--- src/spss_sequencer_note_unused.sv ---
// Spare source file of the sequencer; it holds no logic

--- src/spss_pkg.sv ---
// Constants and types shared by the spectral power state sequencer
`default_nettype none
package spss_pkg;
    // Clock and timing
    localparam int CLK_PERIOD_PS = 20000;
    localparam int INIT_TIME_NS = 200000;
    localparam int INIT_CYCLES = (INIT_TIME_NS * 1000 + CLK_PERIOD_PS - 1) / CLK_PERIOD_PS;
    localparam int BASE_TICK_PS = 2780000;
    localparam int TICK_CYCLES = BASE_TICK_PS / CLK_PERIOD_PS;
    localparam int WAIT_TICKS = 1000;
    // Widths and counts
    localparam int DATA_W = 16;
    localparam int NUM_CONV = 6;
    localparam int NUM_PASS = 2;
    localparam int NUM_RES = NUM_CONV * NUM_PASS;
    localparam int STEP_SIZE_W = 16;
    localparam int STEP_COUNT_W = 8;
    localparam int GAIN_W = 4;
    // Reset values
    localparam logic NACK_RST = 1'h1;
    localparam logic GPIO_OEN_RST = 1'h0;
    // Power and measurement states
    typedef enum logic [2:0] {
        ST_INIT = 3'b000,
        ST_SLEEP = 3'b001,
        ST_IDLE = 3'b010,
        ST_MEASURE = 3'b011,
        ST_WAIT = 3'b100
    } spss_state_t;
endpackage
`default_nettype wire

--- src/spss_conv_if.sv ---
// Link between the sequencer and the converter bank
`timescale 1ns/1ps
`default_nettype none
interface spss_conv_if;
    logic tick;
    logic start;
    logic abort;
    logic [spss_pkg::GAIN_W-1:0] gain;
    logic [spss_pkg::STEP_COUNT_W-1:0] stepCount;
    logic [spss_pkg::STEP_SIZE_W-1:0] stepSize;
    logic busy;
    logic done;
    logic [spss_pkg::NUM_CONV-1:0][spss_pkg::DATA_W-1:0] result;
    modport ctrl (output tick, start, abort, gain, stepCount, stepSize,
        input busy, done, result);
    modport conv (input tick, start, abort, gain, stepCount, stepSize,
        output busy, done, result);
endinterface
`default_nettype wire

--- src/spss_converter.sv ---
// Six-channel integrating converter bank with step timer
`timescale 1ns/1ps
`default_nettype none
module spss_converter (
    // Clock and reset
    input wire logic sys_clk,
    input wire logic sys_rst,
    // Photodiode charge pulses, one per converter
    input wire logic [spss_pkg::NUM_CONV-1:0] photoPulse,
    // Sequencer side
    spss_conv_if.conv cif
);
    typedef struct packed {
        logic busy;
        logic done;
        logic [spss_pkg::STEP_SIZE_W-1:0] stepCnt;
        logic [spss_pkg::STEP_COUNT_W-1:0] cnt;
        logic [spss_pkg::NUM_CONV-1:0][spss_pkg::DATA_W-1:0] acc;
    } spss_conv_st_t;
    spss_conv_st_t r_reg, r_next;
    logic [spss_pkg::NUM_CONV-1:0][spss_pkg::DATA_W-1:0] satSum;
    logic [spss_pkg::DATA_W-1:0] gainIncr;

    ////////////////////////////////////////////////////////////////////////
    // Gain sets the weight of each charge pulse
    assign gainIncr = spss_pkg::DATA_W'(1) << cif.gain;

    // Saturating accumulators, one per converter
    genvar g;
    generate
        for (g = 0; g < spss_pkg::NUM_CONV; g++) begin : gen_acc
            logic [spss_pkg::DATA_W:0] sum;
            assign sum = {1'b0, r_reg.acc[g]} + (photoPulse[g] ? {1'b0, gainIncr} : '0);
            assign satSum[g] = sum[spss_pkg::DATA_W] ? '1 : sum[spss_pkg::DATA_W-1:0];
        end
    endgenerate

    ////////////////////////////////////////////////////////////////////////
    // Integration timer: step size plus one ticks per step, step count plus one steps
    always_comb begin
        r_next = r_reg;
        r_next.done = 1'b0;
        if (cif.abort) begin
            r_next.busy = 1'b0;
        end else if (cif.start) begin
            r_next.busy = 1'b1;
            r_next.stepCnt = '0;
            r_next.cnt = '0;
            r_next.acc = '0;
        end else if (r_reg.busy) begin
            r_next.acc = satSum;
            if (cif.tick) begin
                if (r_reg.stepCnt == cif.stepSize) begin
                    r_next.stepCnt = '0;
                    if (r_reg.cnt == cif.stepCount) begin
                        r_next.busy = 1'b0;
                        r_next.done = 1'b1;
                    end else begin
                        r_next.cnt = r_reg.cnt + 1'b1;
                    end
                end else begin
                    r_next.stepCnt = r_reg.stepCnt + 1'b1;
                end
            end
        end
    end

    always_ff @(posedge sys_clk) begin
        if (sys_rst) begin
            r_reg <= '0;
        end else begin
            r_reg <= r_next;
        end
    end

    assign cif.busy = r_reg.busy;
    assign cif.done = r_reg.done;
    assign cif.result = r_reg.acc;

    ////////////////////////////////////////////////////////////////////////
    // Helper: ticks seen during one integration
    logic [23:0] tickSeen;
    always_ff @(posedge sys_clk) begin
        if (sys_rst || cif.start) begin
            tickSeen <= '0;
        end else if (r_reg.busy && cif.tick) begin
            tickSeen <= tickSeen + 24'h1;
        end
    end
endmodule // spss_converter
`default_nettype wire

--- src/spss_sequencer.sv ---
// Power and measurement state sequencer, top level
`timescale 1ns/1ps
`default_nettype none
module spss_sequencer #(
    parameter int unsigned INIT_CYCLES = spss_pkg::INIT_CYCLES
) (
    // Clock and reset
    input wire logic sys_clk,
    input wire logic sys_rst,
    // Control bits
    input wire logic powerOnBit,
    input wire logic measureEnableBit,
    input wire logic waitEnableBit,
    input wire logic sleepAfterIrqBit,
    input wire logic irqSleepClear,
    input wire logic irqClear,
    input wire logic gpioSyncEnable,
    input wire logic ledSyncEnable,
    input wire logic ledEnable,
    // Timing and gain settings
    input wire logic [7:0] integStepCount,
    input wire logic [15:0] integStepSize,
    input wire logic [7:0] waitTime,
    input wire logic [3:0] analogGainSetting,
    // Threshold settings
    input wire logic [15:0] thresholdLow,
    input wire logic [15:0] thresholdHigh,
    input wire logic [2:0] thresholdChannel,
    // Serial bus activity
    input wire logic i2cActive,
    // Photodiode charge pulses
    input wire logic [5:0] photoPulse,
    // Result read port
    input wire logic [3:0] resultAddr,
    output logic [15:0] resultData,
    // Status
    output logic [2:0] powerState,
    output logic oscEnable,
    output logic measureCircuitOn,
    output logic i2cNack,
    output logic i2cWake,
    output logic irqSleepFlag,
    output logic dataValid,
    // Pins
    output logic intOut,
    output logic intOeN,
    input wire logic gpioIn,
    output logic gpioOut,
    output logic gpioOeN,
    output logic ledDriverPin
);
    typedef struct packed {
        spss_pkg::spss_state_t st;
        logic [13:0] initCnt;
        logic [7:0] tickCnt;
        logic tick;
        logic [9:0] waitCnt;
        logic [7:0] waitSteps;
        logic pass;
        logic start;
        logic abort;
        logic irqPend;
        logic irqSleep;
        logic nack;
        logic wake;
        logic osc;
        logic meas;
        logic gpioOeN;
        logic gpioOut;
        logic led;
        logic valid;
        logic [spss_pkg::NUM_RES-1:0][spss_pkg::DATA_W-1:0] mem;
        logic [15:0] readData;
    } spss_seq_st_t;
    spss_seq_st_t r_reg, r_next;
    spss_conv_if cif ();
    logic measureRun;
    logic irqEvt;
    logic [15:0] thValue;

    ////////////////////////////////////////////////////////////////////////
    // Converter bank
    spss_converter u_conv (
        .sys_clk(sys_clk),
        .sys_rst(sys_rst),
        .photoPulse(photoPulse),
        .cif(cif)
    );

    // Settings pass straight to the converters
    assign cif.tick = r_reg.tick;
    assign cif.start = r_reg.start;
    assign cif.abort = r_reg.abort;
    assign cif.gain = analogGainSetting;
    assign cif.stepCount = integStepCount;
    assign cif.stepSize = integStepSize;

    // GPIO as start/stop gate when synchronisation is on
    assign measureRun = measureEnableBit && (!gpioSyncEnable || gpioIn);

    // Threshold channel picked from the converter outputs
    assign thValue = (thresholdChannel < 3'h6) ? cif.result[thresholdChannel] : '0;

    ////////////////////////////////////////////////////////////////////////
    // Next-state logic
    always_comb begin
        r_next = r_reg;
        r_next.start = 1'b0;
        r_next.abort = 1'b0;
        r_next.tick = 1'b0;
        r_next.valid = 1'b0;
        irqEvt = 1'b0;
        if (r_reg.st == spss_pkg::ST_INIT) begin
            // No transfer is accepted until the count runs out
            if (r_reg.initCnt == 14'(INIT_CYCLES - 1)) begin
                r_next.st = spss_pkg::ST_SLEEP;
            end else begin
                r_next.initCnt = r_reg.initCnt + 14'h1;
            end
        end else begin
            // Base tick divider only runs with the oscillator
            if (r_reg.osc) begin
                if (r_reg.tickCnt == 8'(spss_pkg::TICK_CYCLES - 1)) begin
                    r_next.tickCnt = '0;
                    r_next.tick = 1'b1;
                end else begin
                    r_next.tickCnt = r_reg.tickCnt + 8'h1;
                end
            end
            // Store each pass; threshold check after the last one
            if (r_reg.st == spss_pkg::ST_MEASURE && cif.done) begin
                for (int i = 0; i < spss_pkg::NUM_CONV; i++) begin
                    r_next.mem[(r_reg.pass ? spss_pkg::NUM_CONV : 0) + i] = cif.result[i];
                end
                if (r_reg.pass) begin
                    r_next.valid = 1'b1;
                    irqEvt = (thValue < thresholdLow) || (thValue > thresholdHigh);
                end
            end
            // Set wins over a clear in the same cycle
            if (irqEvt) begin
                r_next.irqPend = 1'b1;
            end else if (irqClear) begin
                r_next.irqPend = 1'b0;
            end
            if (irqEvt && sleepAfterIrqBit) begin
                r_next.irqSleep = 1'b1;
            end else if (irqSleepClear) begin
                r_next.irqSleep = 1'b0;
            end
            // Power state: sleep overrides, settings are never altered
            if (r_next.irqSleep || !powerOnBit) begin
                r_next.st = spss_pkg::ST_SLEEP;
            end else if (!measureRun) begin
                r_next.st = spss_pkg::ST_IDLE;
            end else begin
                case (r_reg.st)
                    spss_pkg::ST_MEASURE: begin
                        if (cif.done) begin
                            if (!r_reg.pass) begin
                                r_next.pass = 1'b1;
                                r_next.start = 1'b1;
                            end else if (waitEnableBit) begin
                                r_next.st = spss_pkg::ST_WAIT;
                                r_next.waitCnt = '0;
                                r_next.waitSteps = '0;
                            end else begin
                                r_next.pass = 1'b0;
                                r_next.start = 1'b1;
                            end
                        end
                    end
                    spss_pkg::ST_WAIT: begin
                        if (r_reg.tick) begin
                            if (r_reg.waitCnt == 10'(spss_pkg::WAIT_TICKS - 1)) begin
                                r_next.waitCnt = '0;
                                if (r_reg.waitSteps == waitTime) begin
                                    r_next.st = spss_pkg::ST_MEASURE;
                                    r_next.pass = 1'b0;
                                    r_next.start = 1'b1;
                                end else begin
                                    r_next.waitSteps = r_reg.waitSteps + 8'h1;
                                end
                            end else begin
                                r_next.waitCnt = r_reg.waitCnt + 10'h1;
                            end
                        end
                    end
                    default: begin
                        r_next.st = spss_pkg::ST_MEASURE;
                        r_next.pass = 1'b0;
                        r_next.start = 1'b1;
                    end
                endcase
            end
            // A measurement cut short stops the converters
            if (r_reg.st == spss_pkg::ST_MEASURE && r_next.st != spss_pkg::ST_MEASURE) begin
                r_next.abort = 1'b1;
            end
        end
        // Output flops follow the next state
        r_next.nack = (r_next.st == spss_pkg::ST_INIT);
        r_next.osc = (r_next.st != spss_pkg::ST_INIT) && (r_next.st != spss_pkg::ST_SLEEP);
        r_next.meas = (r_next.st == spss_pkg::ST_MEASURE);
        r_next.wake = (r_next.st == spss_pkg::ST_SLEEP) && i2cActive;
        r_next.gpioOeN = gpioSyncEnable;
        r_next.gpioOut = (r_next.st == spss_pkg::ST_MEASURE);
        r_next.led = ledEnable && (!ledSyncEnable || gpioIn);
        r_next.readData = (resultAddr < 4'hc) ? r_reg.mem[resultAddr] : '0;
    end

    ////////////////////////////////////////////////////////////////////////
    // State register; reset starts initialisation with GPIO as output
    always_ff @(posedge sys_clk) begin
        if (sys_rst) begin
            r_reg <= '0;
            r_reg.nack <= spss_pkg::NACK_RST;
            r_reg.gpioOeN <= spss_pkg::GPIO_OEN_RST;
        end else begin
            r_reg <= r_next;
        end
    end

    // Outputs straight from the state flops, except intOut tied low
    assign resultData = r_reg.readData;
    assign powerState = r_reg.st;
    assign oscEnable = r_reg.osc;
    assign measureCircuitOn = r_reg.meas;
    assign i2cNack = r_reg.nack;
    assign i2cWake = r_reg.wake;
    assign irqSleepFlag = r_reg.irqSleep;
    assign dataValid = r_reg.valid;
    assign intOut = 1'b0; // Open drain: only ever pulls low
    assign intOeN = !r_reg.irqPend;
    assign gpioOut = r_reg.gpioOut;
    assign gpioOeN = r_reg.gpioOeN;
    assign ledDriverPin = r_reg.led;
endmodule // spss_sequencer
`default_nettype wire

--- config.mk ---
export PLATFORM = sky130hd
export DESIGN_NAME = spss_sequencer
export DESIGN_NICKNAME = d
export VERILOG_FILES = /design/src/spss_sequencer_note_unused.sv /design/src/spss_pkg.sv /design/src/spss_conv_if.sv /design/src/spss_converter.sv /design/src/spss_sequencer.sv
export SDC_FILE = /design/constraint.sdc
export NUM_CORES = 1
export LEC_CHECK = 0
export BUFFER_PORTS_ARGS = -buffer_cell sky130_fd_sc_hd__buf_2
export CAP_MARGIN = 5
export CORE_UTILIZATION = 65
export CTS_BUF_LIST = sky130_fd_sc_hd__clkbuf_16
export DETAILED_ROUTE_END_ITERATION = 8
export MAX_ROUTING_LAYER = met4
export PLACE_DENSITY = 0.84
export SYNTH_ARGS = -nofsm -noshare
export SYNTH_HDL_FRONTEND = slang
export SYNTH_SLANG_ARGS = --single-unit
export TNS_END_PERCENT = 30
--- constraint.sdc ---
create_clock -name sys_clk -period 12 [get_ports sys_clk]
set_input_delay 1.8 -clock sys_clk [delete_from_list [all_inputs] [get_ports sys_clk]]
set_output_delay 1.8 -clock sys_clk [all_outputs]
set_load 0.05 [all_outputs]
======== After elaboration in Yosys (flattened, before gate mapping) ========
Cells that the tools add are included.
storage, ports and cells
  output and inout port bits .............. 30
  register bits after elaboration ......... 386
  logic and storage cells ................. 235
operators by class
  muxes and demuxes ....................... 81
  $lt $le $gt $ge ......................... 18
  reductions and logical operators ........ 46
  add/sub/neg operators ................... 17
  equal/unequal tests ..................... 20
  bitwise logic cells ..................... 11
  shift operators ......................... 1
operator list
  cell                                                                 number
  bitwise mux 192 bit                                                  6
  demux 16 bit (select 4 bit)                                          6
  2-to-1 mux 16 bit                                                    22
  greater-or-equal comparator 32 x 1 -> 1 bit (second input constant)  5
  < comparator 32 x 6 -> 1 bit (second input constant)                 5
  2-to-1 mux 122 bit                                                   1
  2-to-1 mux 120 bit                                                   1
  adder 16 x 17 -> 17 bit                                              6
  adder 32 x 3 -> 32 bit (second input constant)                       2
  binary-select mux 16 bit (select 4 bit)                              1
  binary-select mux 16 bit (select 3 bit)                              1
  2-to-1 mux 20 bit                                                    2
  2-to-1 mux 18 bit                                                    2
  2-to-1 mux 3 bit                                                     12
  case mux 18 bit (2 select lines)                                     1
  adder 32 x 2 -> 32 bit (second input constant)                       1
  adder 32 x 4 -> 32 bit (second input constant)                       1
  2-to-1 mux 8 bit                                                     4
  2-to-1 mux 26 bit                                                    1
  adder 8 x 1 -> 8 bit (second input constant)                         3
  2-to-1 mux 10 bit                                                    2
  adder 16 x 1 -> 16 bit (second input constant)                       1
  == test 16 bit                                                       1
  == test 8 bit                                                        2
  42 further kinds                                                     105

======== Depth between registers and ports, before layout ========
Gate-level depths: netlist (run 1).
  word-level depth ........................ 17
  mapped depth ............................ 17
  gate-level depth less buffers ........... 13

======== Hierarchy ========
From an unflattened synthesis (run 1), not the netlist that was laid out.
unflattened totals
  cells, all modules ...................... 2886
  area, all modules ....................... 23359.9 µm²
by module, submodules not included
  module          area each (µm²)  instances  cells an instance
  spss_sequencer  12797.3          1          1509
  spss_converter  10562.6          1          1377

======== Worst setup path before layout (run 1) ========
OpenSTA, ideal clock, no wires.
  kind .................................... input to register
  from .................................... input port thresholdChannel[0]
  to ...................................... register r_reg[236] (netlist name)
  buffers on the path ..................... 6
  cell stages on the path ................. 17
  arrival ................................. 5640 ps
  path slack .............................. 6236 ps
  data required time ...................... 11877 ps
  setup time .............................. 123 ps
  cell sequence ........................... buf_6 -> clkbuf_1 -> clkbuf_1 -> buf_2 -> mux2i_1 -> o21ai_0 -> ha_1 -> a21o_1 -> a21o_1 -> a221o_1 -> a221oi_2 -> nand4_1 -> and3_1 -> buf_4 -> buf_4 -> a21oi_1 -> a211oi_2
on the way
  word-level cells in the longest chain between the ends .. 14
  elaborated cells on any way between the ends .. 16
  those cells by class .................... order compare: 3; mux: 8; bitwise: 1; reduce/logical: 4
RTL lines
  item                                                        line                   RTL
  start, declared                                             spss_sequencer.sv:28   input wire logic [2:0] thresholdChannel,
  binary-select mux 16 bit (select 3 bit)                     spss_sequencer.sv:102  assign thValue = (thresholdChannel < 3'h6) ? cif.result[thresholdChannel] : '0;
  2-to-1 mux 16 bit (implied by the code)                     spss_sequencer.sv:102
  2-to-1 mux 16 bit *                                         spss_sequencer.sv:102
  < comparator 16 bit or > comparator 16 bit (tied branches)  spss_sequencer.sv:137  irqEvt = (thValue < thresholdLow) || (thValue > thresholdHigh);
  logical OR 1 bit *                                          spss_sequencer.sv:137
  2-to-1 mux 1 bit *                                          spss_sequencer.sv:135  if (r_reg.pass) begin
  2-to-1 mux 1 bit *                                          spss_sequencer.sv:131  if (r_reg.st == spss_pkg::ST_MEASURE && cif.done) begin
  2-to-1 mux 1 bit *                                          spss_sequencer.sv:113  if (r_reg.st == spss_pkg::ST_INIT) begin
  logical AND 1 bit *                                         spss_sequencer.sv:146  if (irqEvt && sleepAfterIrqBit) begin
  2-to-1 mux 1 bit *                                          spss_sequencer.sv:146
  2-to-1 mux 1 bit *                                          spss_sequencer.sv:113
  logical OR 1 bit *                                          spss_sequencer.sv:152  if (r_next.irqSleep || !powerOnBit) begin
  NOT 1 bit (no line) *                                       n/a
  AND reduction 8 bit (no line) *                             n/a
  end signal, assigned                                        spss_sequencer.sv:220  r_reg <= r_next;
  end, declared                                               spss_sequencer.sv:75   spss_seq_st_t r_reg, r_next;
Every way passes the cells marked *; elsewhere a longest branch is shown, timed or not. The select of a mux whose other input is x is not followed.
A chain may end at the register's enable or synchronous reset.

======== Worst setup path after layout (run 1) ========
  from .................................... input port thresholdChannel[0]
  to ...................................... register r_reg[221] (netlist name)
on the way
  word-level cells in the longest chain between the ends .. 14
  elaborated cells on any way between the ends .. 16
  those cells by class .................... order compare: 3; mux: 8; bitwise: 1; reduce/logical: 4
RTL lines
  item                                                        line
  binary-select mux 16 bit (select 3 bit)                     spss_sequencer.sv:102
  2-to-1 mux 16 bit (implied by the code)                     spss_sequencer.sv:102
  2-to-1 mux 16 bit *                                         spss_sequencer.sv:102
  < comparator 16 bit or > comparator 16 bit (tied branches)  spss_sequencer.sv:137
  logical OR 1 bit *                                          spss_sequencer.sv:137
  2-to-1 mux 1 bit *                                          spss_sequencer.sv:135
  2-to-1 mux 1 bit *                                          spss_sequencer.sv:131
  2-to-1 mux 1 bit *                                          spss_sequencer.sv:113
  logical AND 1 bit *                                         spss_sequencer.sv:146
  2-to-1 mux 1 bit *                                          spss_sequencer.sv:146
  2-to-1 mux 1 bit *                                          spss_sequencer.sv:113
  logical OR 1 bit *                                          spss_sequencer.sv:152
  NOT 1 bit (no line) *                                       n/a
  AND reduction 10 bit (no line) *                            n/a
Marks and branches as above.

==> flow_metrics.tcl, run 1 <==
set metrics [dict create \
    p_total_w 0.00262 \
    cts_tree "yes" \
    layout.nets 3052 \
    gp_congestion 1.03 \
    synth_area_sq_mm 0.0224 \
    peakVddDrop_mv 0.115 \
    core_sq_mm 0.0337 \
    remaining_drc_errors 0 \
    htreeDepth 2 \
    antenna_found_initial 4 \
    synthMostInstantiatedCell "nand2_1" \
    synth_fp_nets 3018 \
    whs_path_depth 2 \
    arrival_ns 5.89 \
    ys_warn_count 0 \
    post-route-min-period_ns 5.43 \
    max_freq_mhz 184 \
    cts.sinks 386 \
    synth_top_area_frac 0.345 \
    clkSlewWorstSetupHoldPaths_ns 0.06 \
    yosys-top-cells-area "dfxtp_1, nand2_1, ha_1, a21oi_1, mux4_2" \
    dieHeight_um 188 \
    grt_pass1_wl_um 105000 \
    worstSetupStartpointType "input port" \
    start_util 0.664 \
    globalRouteOverflowTotal 0 \
    synth_top_cell_by_area "dfxtp_1" \
    synth_commonest_cells "nand2_1, dfxtp_1, a21oi_1, nor2_1, o21ai_0" \
    hpwl_um 47300 \
    cts_resized 0 \
    cts.path.max_buffers 3 \
    wl_um 66600 \
    grt_pass1_vias 19600 \
    relSlewSlack 0.234 \
    clock_latency_ns 0.57 \
    drtPass1Iterations 5 \
    vias_per_cell 6.28 \
    synth-seq-area-share 0.345 \
    finalHoldViolations 0 \
    drv_slew 0 \
    hold_buffers 0 \
    hold_path_class "flip-flop to flip-flop" \
    portBuffers 122 \
    tightest_slew_ns 1.15 \
    fin_skew_ns 0.0141 \
    post-cts-setup-buffers 0 \
    ys_ff_latch 386 \
    worstPathRequired_ns 12.46 \
    drive_gt1_frac 0.103 \
    critical_path_class "input port to flip-flop" \
    async_flop_share 0 \
    dieArea_sq_mm 0.0352 \
    syn_inst 2786 \
    grt_use_total 0.389 \
    crit_path_end_kind "flip-flop" \
    ant_nets 0 \
    drtIter0Drc 2105 \
    worst_r2r_path_depth 12 \
    syn_avg_cell_area_sq_um 8.04 \
    setup_slack_ns 6.57 \
    synth_cell_types 75 \
    ys.flop_type "dfxtp_1" \
    post-route-period-util 0.452 \
    preCtsSetupSlack_ns 6.03 \
    rsz0062_at_grt "false" \
    clockRootBuffer "clkbuf_16" \
    grt_max_degree 98 \
    status "finished, final reports clean" \
    setup_tns_ns 0 \
    final_area_sq_mm 0.0244 \
    syn_to_final_growth_pct 8.96 \
    largest_reg_flops 234 \
    synth_edf_count 0 \
    critPathMaxFanout 32 \
    setup_viol 0 \
    p_per_area_mw_per_mm2 107 \
    numCtsBuffers 42 \
    chipWidth_um 188 \
    drv_cap 0 \
    avgRoutedWirePerCell_um 20.1 \
    dpl-instance-area_sq_mm 0.0231 \
    io_pins 124 \
    vias 20800 \
    p_leak_nw 10.0 \
    fp-row-count 67 \
]
## kinds of logic after synthesis
kind of cell / share of synthesized area
and+or+nand+nor: 0.230
muxes: 0.0819
buffers and inverters: 0.0446
other: 0.000168
xor gates and xnor gates: 0.0524
adders and majority gates: 0.0791
AOI/OAI and AO/OA: 0.167
DFF: 0.345
## worst max-delay path: stages
cell and delay [ns]:
buf_2 0.07, buf_4 0.45, mux4_2 0.58, nand2_1 0.08, o21ai_0 0.20, ha_1 0.40, nand4_1 0.18, nor4_1 0.50
nand4_1 0.15, o21a_1 0.21, o2111ai_2 0.10, and3_1 0.61, nand3_1 0.25, a32o_1 0.27
## where the power goes
part / internal (W) / switching (W) / leakage (nW)
Sequential: 0.00128 / 0.000000840 / 3.11
Combinational: 0.0000444 / 0.0000871 / 6.25
Clock: 0.000671 / 0.000532 / 0.675
## through the flow
| step | hold slack (ns) | cells | utilization |
|---|---|---|---|
| global placement | 0.439 | 3224 | 0.686 |
| floorplan | 0.433 | 2786 | - |
| CTS | 0.453 | 3301 | 0.723 |
| finish | 0.454 | 3307 | 0.724 |
| global route | 0.470 | 3306 | 0.724 |
| detailed placement | 0.445 | 3224 | 0.686 |
## area by class of cell
class                      count  area [sq um]
clock inverter                34           191
antenna                        6          15.0
multi-input combinational   2162         13700
clock buffer                  43          1080
inverter                      79           297
timing repair buffer         149           825
sequential                   386          7730
tap                          448           561
fill                        2632          9310
## worst paths after layout
kind | from | endpoint | slack, ns
max reg2reg | u_conv.cif.result[71]$_SDFFE_PP0P_ | r_reg[221]$_SDFFE_PP0P_ | 7.99
max | thresholdChannel[0] | r_reg[221]$_SDFFE_PP0P_ | 6.57
min | r_reg[101]$_SDFFE_PP0P_ | r_reg[101]$_SDFFE_PP0P_ | 0.45
min reg2reg | r_reg[101]$_SDFFE_PP0P_ | r_reg[101]$_SDFFE_PP0P_ | 0.45
## layout by cell type, fill, tap and decap left out, types with 49 or more instances in the layout
cell type / count
nor2_1: 170
nor3_1: 51
ha_1: 132
nand2_1: 636
buf_2: 120
xnor2_1: 85
xor2_1: 49
a21oi_1: 312
dfxtp_1: 386
o21ai_0: 146
inv_1: 94
and2_1: 102
mux4_2: 64
## layer usage
metal | global-route usage | vias up | share of wire
met5 | - | - | 0
met2 | 0.589 | 987 | 0.45
met3 | 0.0694 | 125 | 0.099
li1 | - | 9748 | -
met1 | 0.520 | 9902 | 0.42
met4 | 0.140 | 0 | 0.029
No activity file was read; power rests on OpenSTA's default activity.
==> run 2: changes to the inputs <==
ABC_AREA = 1   (was not set)
CORE_UTILIZATION = 56   (was 65)
PLACE_DENSITY = 0.77   (was 0.84)
clock period = 4.9 ns   (was 12 ns; I/O delays follow)
==> flow_metrics.tcl, run 2 <==
set metrics [dict create \
    status "finished, final reports clean" \
    p_switching_w 0.00178 \
    core_sq_mm 0.0398 \
    dieHeight_um 203 \
    worstPathRequired_ns 5.36 \
    fin_skew_ns 0.0239 \
    clkSlewWorstSetupHoldPaths_ns 0.06 \
    start_util 0.570 \
    drv_slew 0 \
    gp_congestion 0.969 \
    cts.path.max_buffers 3 \
    drive_gt1_frac 0.0910 \
    syn_inst 3343 \
    setup_tns_ns 0 \
    switching_share 0.255 \
    drtPass1Iterations 6 \
    post-route-period-util 0.787 \
    grt_pass1_wl_um 113000 \
    synth-seq-area-share 0.341 \
    power_frac_clock 0.472 \
    synth_area_sq_mm 0.0227 \
    hpwl_um 50700 \
    synth_top_cell_by_area "dfxtp_1" \
    fp-row-count 73 \
    rsz0062_at_grt "false" \
    remaining_drc_errors 0 \
    syn_to_final_growth_pct 10.1 \
    yosys-top-cells-area "dfxtp_1, nand2_1, a21oi_1, nor2_1, o21ai_0" \
    finalHoldViolations 0 \
    ant_nets 0 \
    vias 23200 \
    drtIter0Drc 2579 \
    grt_max_degree 119 \
    p_int_w 0.00521 \
    tightest_slew_ns 1.15 \
    io_pins 124 \
    relSlewSlack 0.233 \
    hold_buffers 0 \
    cts_resized 0 \
    peakVddDrop_mv 0.343 \
    synth_top_area_frac 0.341 \
    htreeDepth 2 \
    ys_ff_latch 386 \
    grt_use_total 0.355 \
    critical_path_class "input port to flip-flop" \
    grt_pass1_vias 21000 \
    numCtsBuffers 44 \
    seqPwrFrac 0.451 \
    ys_warn_count 0 \
    portBuffers 122 \
    wl_um 72100 \
    p_per_area_mw_per_mm2 280 \
    globalRouteOverflowTotal 0 \
    async_flop_share 0 \
    hold_path_class "input port to flip-flop" \
    clockRootBuffer "clkbuf_16" \
    dp.cells 3841 \
    cts_tree "yes" \
    p_leak_nw 11.1 \
    layout.nets 3594 \
    ys.flop_type "dfxtp_1" \
    critPathMaxFanout 25 \
    synth_cell_types 64 \
    clock_latency_ns 0.59 \
    vias_per_cell 5.89 \
    setup_viol 0 \
    synthMostInstantiatedCell "nand2_1" \
    synth_fp_nets 3575 \
    chipWidth_um 203 \
    final_cell_mix "nand2_1, nor2_1, dfxtp_1" \
    instances_no_fill 3929 \
    synth_commonest_cells "nand2_1, nor2_1, dfxtp_1, a21oi_1, o21ai_0" \
    max_freq_mhz 259 \
    cts.sinks 386 \
    avgRoutedWirePerCell_um 18.4 \
    final_common_cell "nand2_1" \
    syn_avg_cell_area_sq_um 6.79 \
    fin_util 0.627 \
    largest_reg_flops 234 \
    synth_edf_count 0 \
    post-cts-setup-buffers 0 \
    antenna_found_initial 6 \
    crit_path_end_kind "flip-flop" \
    dieArea_sq_mm 0.0413 \
    combPwrFrac 0.077 \
    worstSetupStartpointType "input port" \
    arrival_ns 4.31 \
    post-route-min-period_ns 3.85 \
    drv_cap 0 \
]
-- run 2: changes by cell type after synthesis, sizes merged, moves of 26 or more --
cell and change:
nor2 +331, o21ai +216, inv +213, and2 -101
nand3 +84, a21oi +74, mux4 -64, nand2 -46
clkbuf +41, xnor2 -36, mux2i -33, or2 +32
o211ai +26
-- run 2: final cells by class --
type	instances	area, sq um
fillers	3683	14900
multi-input cells	2472	13100
flip-flops and latches	386	7730
clock buffers	45	1130
inverters	293	1110
repair buffers	165	951
well taps	525	657
clock inverters	36	317
diodes	7	17.5
-- run 2: final timing paths --
check	startpoint	end	slack, ns	depth (start not counted)
worst max-delay path	thresholdChannel[0]	r_reg[229]$_SDFFE_PP0P_	1.05	22
worst max register to register	u_conv.cif.result[9]$_SDFFE_PP0P_	r_reg[229]$_SDFFE_PP0P_	1.32	19
worst min register to register	r_reg[132]$_SDFFE_PP0P_	r_reg[132]$_SDFFE_PP0P_	0.45	2
worst min-delay path	ledSyncEnable	ledDriverPin$_SDFF_PP0_	0.32	2
-- run 2: critical path, stage by stage --
cell	delay, ns
buf_2	0.42
buf_4	0.36
nor2_1	0.07
o32ai_1	0.34
nand2_1	0.11
o41ai_1	0.10
buf_4	0.20
ha_1	0.25
a21oi_1	0.16
nor2_1	0.07
a211oi_1	0.24
nand2_1	0.09
nand2_1	0.06
nand2_1	0.04
nand2_1	0.07
nand2_2	0.07
nand2_4	0.09
nand3_4	0.10
nor2_4	0.31
nand2_1	0.12
nand2_1	0.20
a21oi_1	0.07
-- run 2: power by group through the flow --
stage                     registers [W]  clock network [W]  logic, W
final                           0.00315            0.00330  0.000538
after global routing            0.00315            0.00346  0.000584
after CTS                       0.00315            0.00332  0.000525
after detailed placement        0.00322                  0  0.000524
after global placement          0.00322                  0  0.000510
after floorplan                 0.00322                  0  0.000351
-- run 2: layer usage --
metal	part of all wire	up-vias	track usage	wire length, um
met5	0	-	-	0
met4	0.033	0	0.130	2380
met3	0.10	170	0.0545	7240
met2	0.44	1105	0.542	31700
met1	0.43	10700	0.473	30800
li1	-	11200	-	-
-- run 2: cells by family after synthesis --
kind of cell	after synthesis	share of synthesized area
buffers and inverters	485	0.0850
xor gates and xnor gates	75	0.0290
muxes	4	0.00176
DFF	386	0.341
adders and majority gates	138	0.0781
other	1	0.000165
AOI/OAI and AO/OA	875	0.210
and+or+nand+nor	1379	0.255
-- run 2: metrics by stage --
stage          setup WS [ns]  power, W  hold slack (ns)  cell area (sq um)
5_1_grt                0.766   0.00720            0.320              25000
2_1_floorplan           1.28   0.00357            0.429              22700
3_3_place_gp           0.661   0.00373            0.437              23500
6_report                1.05   0.00699            0.322              25000
3_5_place_dp           0.506   0.00375            0.444              23500
4_1_cts                 1.10   0.00699            0.307              25000
